===== config.mk =====
export PLATFORM = sky130hd
export DESIGN_NAME = port_a_pullup_enable
export DESIGN_NICKNAME = d
export VERILOG_FILES = /design/src/logic/pullup_pin_ctrl.v /design/src/logic/port_a_pullup_enable.v
export VERILOG_INCLUDE_DIRS = /design/src /design/src/logic
export SDC_FILE = /design/constraint.sdc
export NUM_CORES = 1
export LEC_CHECK = 0
export BUFFER_PORTS_ARGS = -buffer_cell sky130_fd_sc_hd__buf_2
export CAP_MARGIN = 20
export CORE_MARGIN = 2
export CORE_UTILIZATION = 30
export DETAILED_ROUTE_END_ITERATION = 8
export PLACE_DENSITY = 0.71
export RECOVER_POWER = 100
export SYNTH_ARGS = -nofsm -noshare
export SYNTH_HDL_FRONTEND = slang
export SYNTH_HIERARCHICAL = 1
export SYNTH_SLANG_ARGS = --single-unit

===== constraint.sdc =====
create_clock -name pclk -period 3.8 [get_ports pclk]
set_input_delay 0 -clock pclk [delete_from_list [all_inputs] [get_ports pclk]]
set_output_delay 0 -clock pclk [all_outputs]
set_load 0.1 [all_outputs]

===== src/logic/pullup_map.vh =====
// Behaviour
// - Register bits 5 and 4 enable the pullups of port A pins 5 and 4 when set, disable when clear.
// - Register bits 3 and 2 enable the pullups of port A pins 3 and 2 when set, disable when clear.
// - Register bits 1 and 0 enable the pullups of port A pins 1 and 0 when set, disable when clear.
// - A pin configured as high impedance, or as output other than I2C mode on pins 3 and 2, never gets its pullup, whatever its bit holds.
// - Pins 3 and 2 in I2C output mode driving high keep the pullup on when the bit is set.
// - Pins 3 and 2 in I2C output mode driving low have the pullup cut off regardless of the bit.
`ifndef PULLUP_MAP_VH
`define PULLUP_MAP_VH

// Register offsets (byte addresses)
`define PUE0_OFFSET 12'h004
`define ADDR_WIDTH 12

// Field layout
`define PA_PIN_COUNT 6
`define PA_FIELD_MSB 5
`define PA_I2C_PIN_HI 3
`define PA_I2C_PIN_LO 2

// Reset value of the enable field
`define PUE0_RESET 6'h00

`endif


===== src/logic/pullup_pin_ctrl.v =====
`timescale 1ns/10ps
`include "pullup_map.vh"

// Per-pin pullup decision, one instance per port A pin
module pullup_pin_ctrl #(
    parameter I2C_CAPABLE = 0
) (
    // Control inputs
    input wire enable,
    input wire is_output,
    input wire is_hiz,
    input wire i2c_mode,
    input wire drive_level,
    // Result
    output wire pull_on
);

    wire i2c_active;
    wire plain_allow;
    wire i2c_allow;

    // I2C path only exists on the two capable pins
    assign i2c_active = (I2C_CAPABLE != 0) && i2c_mode && is_output && !is_hiz;

    assign plain_allow = enable && !is_output && !is_hiz;

    assign i2c_allow = enable && drive_level;

    assign pull_on = i2c_active ? i2c_allow : plain_allow;

endmodule // pullup_pin_ctrl


===== src/logic/port_a_pullup_enable.v =====
// Our own choices: the register addresses and the APB register port.
`timescale 1ns/10ps
`include "pullup_map.vh"

// Port A pullup enable register with per-pin pullup control
module port_a_pullup_enable (
    // Clock and reset
    input wire pclk,
    input wire presetn,
    // APB slave
    input wire psel,
    input wire penable,
    input wire pwrite,
    input wire [`ADDR_WIDTH-1:0] paddr,
    input wire [31:0] pwdata,
    output reg [31:0] prdata,
    output reg pready,
    output reg pslverr,
    // Port A pin state from the pin mux
    input wire [`PA_FIELD_MSB:0] pin_is_output,
    input wire [`PA_FIELD_MSB:0] pin_is_hiz,
    input wire [`PA_FIELD_MSB:0] pin_i2c_mode,
    input wire [`PA_FIELD_MSB:0] pin_drive_level,
    // Pullup controls to the pads
    output reg [`PA_FIELD_MSB:0] porta_pull_on
);

    // Enable field and its next value
    reg [`PA_FIELD_MSB:0] pull_en_q;
    reg [`PA_FIELD_MSB:0] pull_en_d;
    // APB response next values and bus phase
    reg [31:0] prdata_d;
    reg pready_d;
    reg pslverr_d;
    reg phase_q;
    reg phase_d;
    // Pullup decisions ahead of the pad register
    wire [`PA_FIELD_MSB:0] pull_comb;
    // Setup cycle and address match
    wire setup;
    wire hit;
    // Access phase and write strobe
    wire access;
    wire wr_strobe;
    // Readback word
    wire [31:0] read_word;

    // Bus phase codes
    localparam PH_IDLE = 1'b0;
    localparam PH_ANSWER = 1'b1;

    // Named views of the enable field
    wire porta_pin5_pull_en = pull_en_q[5];
    wire porta_pin4_pull_en = pull_en_q[4];
    wire porta_pin3_pull_en = pull_en_q[3];
    wire porta_pin2_pull_en = pull_en_q[2];
    wire porta_pin1_pull_en = pull_en_q[1];
    wire porta_pin0_pull_en = pull_en_q[0];

    // Address match on the full byte address, no low bits ignored
    function addr_match;
        input [`ADDR_WIDTH-1:0] a;
        begin
            addr_match = (a == `PUE0_OFFSET);
        end
    endfunction

    // Setup cycle of a transfer
    assign setup = psel && !penable;

    // Address decode
    assign hit = addr_match(paddr);

    // Access phase in which this block answers
    assign access = psel && penable && pready;

    // Write lands at the end of the access phase
    assign wr_strobe = access && pwrite && hit;

    // Readback word from the named fields, upper bits zero
    assign read_word = {
        26'h0,
        porta_pin5_pull_en,
        porta_pin4_pull_en,
        porta_pin3_pull_en,
        porta_pin2_pull_en,
        porta_pin1_pull_en,
        porta_pin0_pull_en
    };

    always @* begin
        pull_en_d = pull_en_q;
        if (wr_strobe) begin
            pull_en_d = pwdata[`PA_FIELD_MSB:0];
        end
    end

    // Enable register
    always @(posedge pclk or negedge presetn) begin
        if (!presetn) begin
            pull_en_q <= `PUE0_RESET;
        end else begin
            pull_en_q <= pull_en_d;
        end
    end

    // Bus phase: a sampled setup cycle leads to one answer cycle
    always @* begin
        phase_d = PH_IDLE;
        case (phase_q)
            PH_IDLE: begin
                if (setup) begin
                    phase_d = PH_ANSWER;
                end
            end
            PH_ANSWER: begin
                phase_d = PH_IDLE;
            end
            default: begin
                phase_d = PH_IDLE;
            end
        endcase
    end

    // Bus phase register
    always @(posedge pclk or negedge presetn) begin
        if (!presetn) begin
            phase_q <= PH_IDLE;
        end else begin
            phase_q <= phase_d;
        end
    end

    // APB response next state: ready in the answer cycle, error off the map
    always @* begin
        pready_d = (phase_d == PH_ANSWER);
        pslverr_d = pready_d && !hit;
        prdata_d = 32'h00000000;
        if (pready_d && !pwrite && hit) begin
            prdata_d = read_word;
        end
    end

    // APB response registers
    always @(posedge pclk or negedge presetn) begin
        if (!presetn) begin
            pready <= 1'b0;
            pslverr <= 1'b0;
            prdata <= 32'h00000000;
        end else begin
            pready <= pready_d;
            pslverr <= pslverr_d;
            prdata <= prdata_d;
        end
    end

    // Pins 5 and 4, plain pullups
    // pin 5
    pullup_pin_ctrl #(.I2C_CAPABLE(0)) u_pin5 (
        .enable(porta_pin5_pull_en),
        .is_output(pin_is_output[5]),
        .is_hiz(pin_is_hiz[5]),
        .i2c_mode(pin_i2c_mode[5]),
        .drive_level(pin_drive_level[5]),
        .pull_on(pull_comb[5])
    );

    pullup_pin_ctrl #(.I2C_CAPABLE(0)) u_pin4 (
        .enable(porta_pin4_pull_en),
        .is_output(pin_is_output[4]),
        .is_hiz(pin_is_hiz[4]),
        .i2c_mode(pin_i2c_mode[4]),
        .drive_level(pin_drive_level[4]),
        .pull_on(pull_comb[4])
    );

    // Pins 3 and 2, I2C capable
    // pin 3
    pullup_pin_ctrl #(.I2C_CAPABLE(1)) u_pin3 (
        .enable(porta_pin3_pull_en),
        .is_output(pin_is_output[3]),
        .is_hiz(pin_is_hiz[3]),
        .i2c_mode(pin_i2c_mode[3]),
        .drive_level(pin_drive_level[3]),
        .pull_on(pull_comb[3])
    );

    pullup_pin_ctrl #(.I2C_CAPABLE(1)) u_pin2 (
        .enable(porta_pin2_pull_en),
        .is_output(pin_is_output[2]),
        .is_hiz(pin_is_hiz[2]),
        .i2c_mode(pin_i2c_mode[2]),
        .drive_level(pin_drive_level[2]),
        .pull_on(pull_comb[2])
    );

    // Pins 1 and 0, plain pullups
    // pin 1
    pullup_pin_ctrl #(.I2C_CAPABLE(0)) u_pin1 (
        .enable(porta_pin1_pull_en),
        .is_output(pin_is_output[1]),
        .is_hiz(pin_is_hiz[1]),
        .i2c_mode(pin_i2c_mode[1]),
        .drive_level(pin_drive_level[1]),
        .pull_on(pull_comb[1])
    );

    pullup_pin_ctrl #(.I2C_CAPABLE(0)) u_pin0 (
        .enable(porta_pin0_pull_en),
        .is_output(pin_is_output[0]),
        .is_hiz(pin_is_hiz[0]),
        .i2c_mode(pin_i2c_mode[0]),
        .drive_level(pin_drive_level[0]),
        .pull_on(pull_comb[0])
    );

    // Registered pad controls, one cycle behind inputs
    always @(posedge pclk or negedge presetn) begin
        if (!presetn) begin
            porta_pull_on <= 6'h00;
        end else begin
            porta_pull_on <= pull_comb;
        end
    end

endmodule // port_a_pullup_enable


==> flow_metrics.env <==
export IMPL_outcome="finished clean"
export IMPL_ys_top_cells_by_count="buf_4, dfrtp_1, mux2_4, nor3b_1, nor3b_2"
export IMPL_synth_distinct_cells=16
export IMPL_yosys_warnings=6
export IMPL_diodes=0
export IMPL_r2r_start="pready"
export IMPL_cts_buffers=3
export IMPL_pre_cts_slack_ns=2.27
export IMPL_core_region_area_um2=3340
export IMPL_clk_latency_ns=0.30
export IMPL_cts_tree="yes"
export IMPL_routedWlPerCell_um=10.1
export IMPL_cts_sinks=20
export IMPL_hold_path_class="input port to flop"
export IMPL_dr_first_iter_drc_count=16
export IMPL_layout_setup_ws_ns=2.11
export IMPL_p_switching_mw=0.201
export IMPL_vias=769
export IMPL_avgSynthCellArea_um2=13.3
export IMPL_gr_total_overflow=0
export IMPL_drc=0
export IMPL_period_needed_ns=1.69
export IMPL_grt_pass1_vias=707
export IMPL_p_per_area_nw_per_um2=377
export IMPL_reg2reg_slack_ns=2.32
export IMPL_finalClockSkew_ns=0.00738
export IMPL_p_int_mw=0.348
export IMPL_leakage_nw=0.741
export IMPL_finalWirelength_mm=2.02
export IMPL_root_buffer="clkbuf_4"
export IMPL_synth_top_cell_area_share_pct=47.8
export IMPL_drv_cap=0
export IMPL_numPortBuffers=52
export IMPL_post_cts_setup_buffers=0
export IMPL_place_hpwl_mm=1.44
export IMPL_drt_vias_per_instance=3.83
export IMPL_fp_dieW_um=63.1
export IMPL_syn_inst=79
export IMPL_hold_viol=0
export IMPL_cp_startpoint="pwrite"
export IMPL_cts_resized_gates=0
export IMPL_finalSetupViolations=0
export IMPL_final_nets=229
export IMPL_arrival_ns=1.87
export IMPL_total_power_mw=0.550
export IMPL_fp_dieArea_um2=3980
export IMPL_fin_util_pct=43.7
export IMPL_yosysTopAreaCell="dfrtp_1"
export IMPL_ys_seq_area_share_pct=47.8
export IMPL_start_util_pct=31.4
export IMPL_io_pins=113
export IMPL_syn_area_um2=1050
export IMPL_rows=21
export IMPL_reg2reg_depth=3
export IMPL_path_clk_slew_ns=0.10
export IMPL_grt_usage_pct=10.6
export IMPL_worstMarginPinSlew_ns=1.18
export IMPL_crit_path_end="pull_en_q[5]"
export IMPL_clkPwrFrac_pct=30.9
export IMPL_async_flop_share_pct=100
export IMPL_tns_ns=0
export IMPL_cts_path_max_buffers=2
export IMPL_placedCellCount=175
export IMPL_synth_area_leaders="dfrtp_1, buf_4, mux2_4"
export IMPL_grt_max_degree=21
export IMPL_worstSetupPathType="input port to flop"
export IMPL_whs_path_depth=4
export IMPL_r2r_end="pull_en_q[5]"
export IMPL_area_growth_pct=39.2
export IMPL_htree_levels=1
export IMPL_whs_ns=0.0403
export IMPL_crit_path_end_kind="flop"
export IMPL_seqPwrFrac_pct=39.0
export IMPL_synth_edf_count=0
export IMPL_drv_slew=0
export IMPL_gp_congestion=0.623
export IMPL_p_comb_share_pct=30.1
export IMPL_ir_worst_vdd_v=0.000228
export IMPL_cp_max_fo=7
export IMPL_layoutNonFillerInstCount=201
export IMPL_cp_required_ns=3.98
export IMPL_hp_start="paddr[10]"
export IMPL_antenna_found_initial=0
export IMPL_switching_share_pct=36.6
export IMPL_timing_fmax_mhz=593
export IMPL_post_route_period_util_pct=44.4
export IMPL_rsz0062_at_grt="false"
export IMPL_grt_pass1_wl_mm=3.22
export IMPL_ys_ff_latch=20
export IMPL_postRouteAntennaNets=0
export IMPL_drive_gt1_share_pct=29.0
export IMPL_cp_start_kind="input port"
export IMPL_relSlewSlack_pct=21.4
export IMPL_ctsHoldBuffers=22
export IMPL_yosysMostFrequentCell="buf_4"
export IMPL_design_area_um2=1460
export IMPL_drt_pass1_iter_count=4
export IMPL_synthFlopType="dfrtp_1"
export IMPL_dpl_cell_area_um2=1250
export IMPL_fp_dieH_um=63.1
==> worst min path at each step <==
stage	to
2_1_floorplan	porta_pull_on[0]
3_3_place_gp	pull_en_q[0]
3_5_place_dp	pull_en_q[0]
4_1_cts	pslverr
5_1_grt	pslverr
6_report	pslverr
==> cell families (layout without fill, tap and decap cells) <==
family | count (synthesis) | after routing | synth area share (%)
flops | 20 | 20 | 47.8
simple gates | 23 | 23 | 21.9
buf+inv | 27 | 78 | 19.7
compound gates | 2 | 2 | 1.67
other cells | 1 | 26 | 0.358
mux | 6 | 6 | 8.60
==> layout make-up <==
type | instances | area, µm²
clock inverters | 1 | 30.0
clock buffers | 3 | 22.5
fillers | 336 | 1880
flip-flops and latches | 20 | 500
repair buffers | 74 | 460
well taps | 46 | 57.6
multi-input cells | 57 | 387
==> power groups by stage <==
stage	Combinational [mW]	Clock, mW	Sequential, mW
2_1_floorplan	0.137	0	0.227
3_3_place_gp	0.154	0	0.219
3_5_place_dp	0.155	0	0.219
4_1_cts	0.168	0.176	0.215
5_1_grt	0.172	0.183	0.215
6_report	0.165	0.170	0.214
==> cell usage in the layout (no fill, tap or decap) <==
cell / netlist / layout
nand3_1: 1 / 1
nor3b_1: 6 / 11
nand4_1: 1 / 1
mux2_4: 6 / 1
conb_1: 1 / 26
and4_1: 2 / 2
mux2_1: 0 / 5
bufinv_16: 0 / 1
dlygate4sd3_1: 0 / 22
dfrtp_1: 20 / 20
nor4b_4: 1 / 1
nand2b_1: 2 / 2
buf_2: 0 / 36
nand2_1: 2 / 2
a21oi_1: 0 / 1
clkbuf_4: 0 / 3
a21oi_2: 2 / 1
clkbuf_1: 0 / 16
nor4_4: 2 / 2
and2_1: 1 / 1
==> metal layers <==
| layer | global-route usage (%) | up-vias | part of all wire (%) |
|---|---|---|---|
| met5 | 0 | - | 0 |
| met2 | 18.1 | 54 | 49 |
| met3 | 3.75 | 2 | 10 |
| met4 | 3.33 | 0 | 1.3 |
| met1 | 12.3 | 346 | 40 |
| li1 | - | 367 | - |
==> sequential cells by signal, indices dropped and copies added (netlist names) <==
name and cells:
prdata 6, pready 1, porta_pull_on 6, pslverr 1, pull_en_q 6
==> critical path, stage by stage <==
cell	delay, ns
dlygate4sd3_1	0.53
clkbuf_1	0.31
and4_1	0.23
and4_1	0.42
mux2_1	0.37
Power figures use the tool's default switching activity.
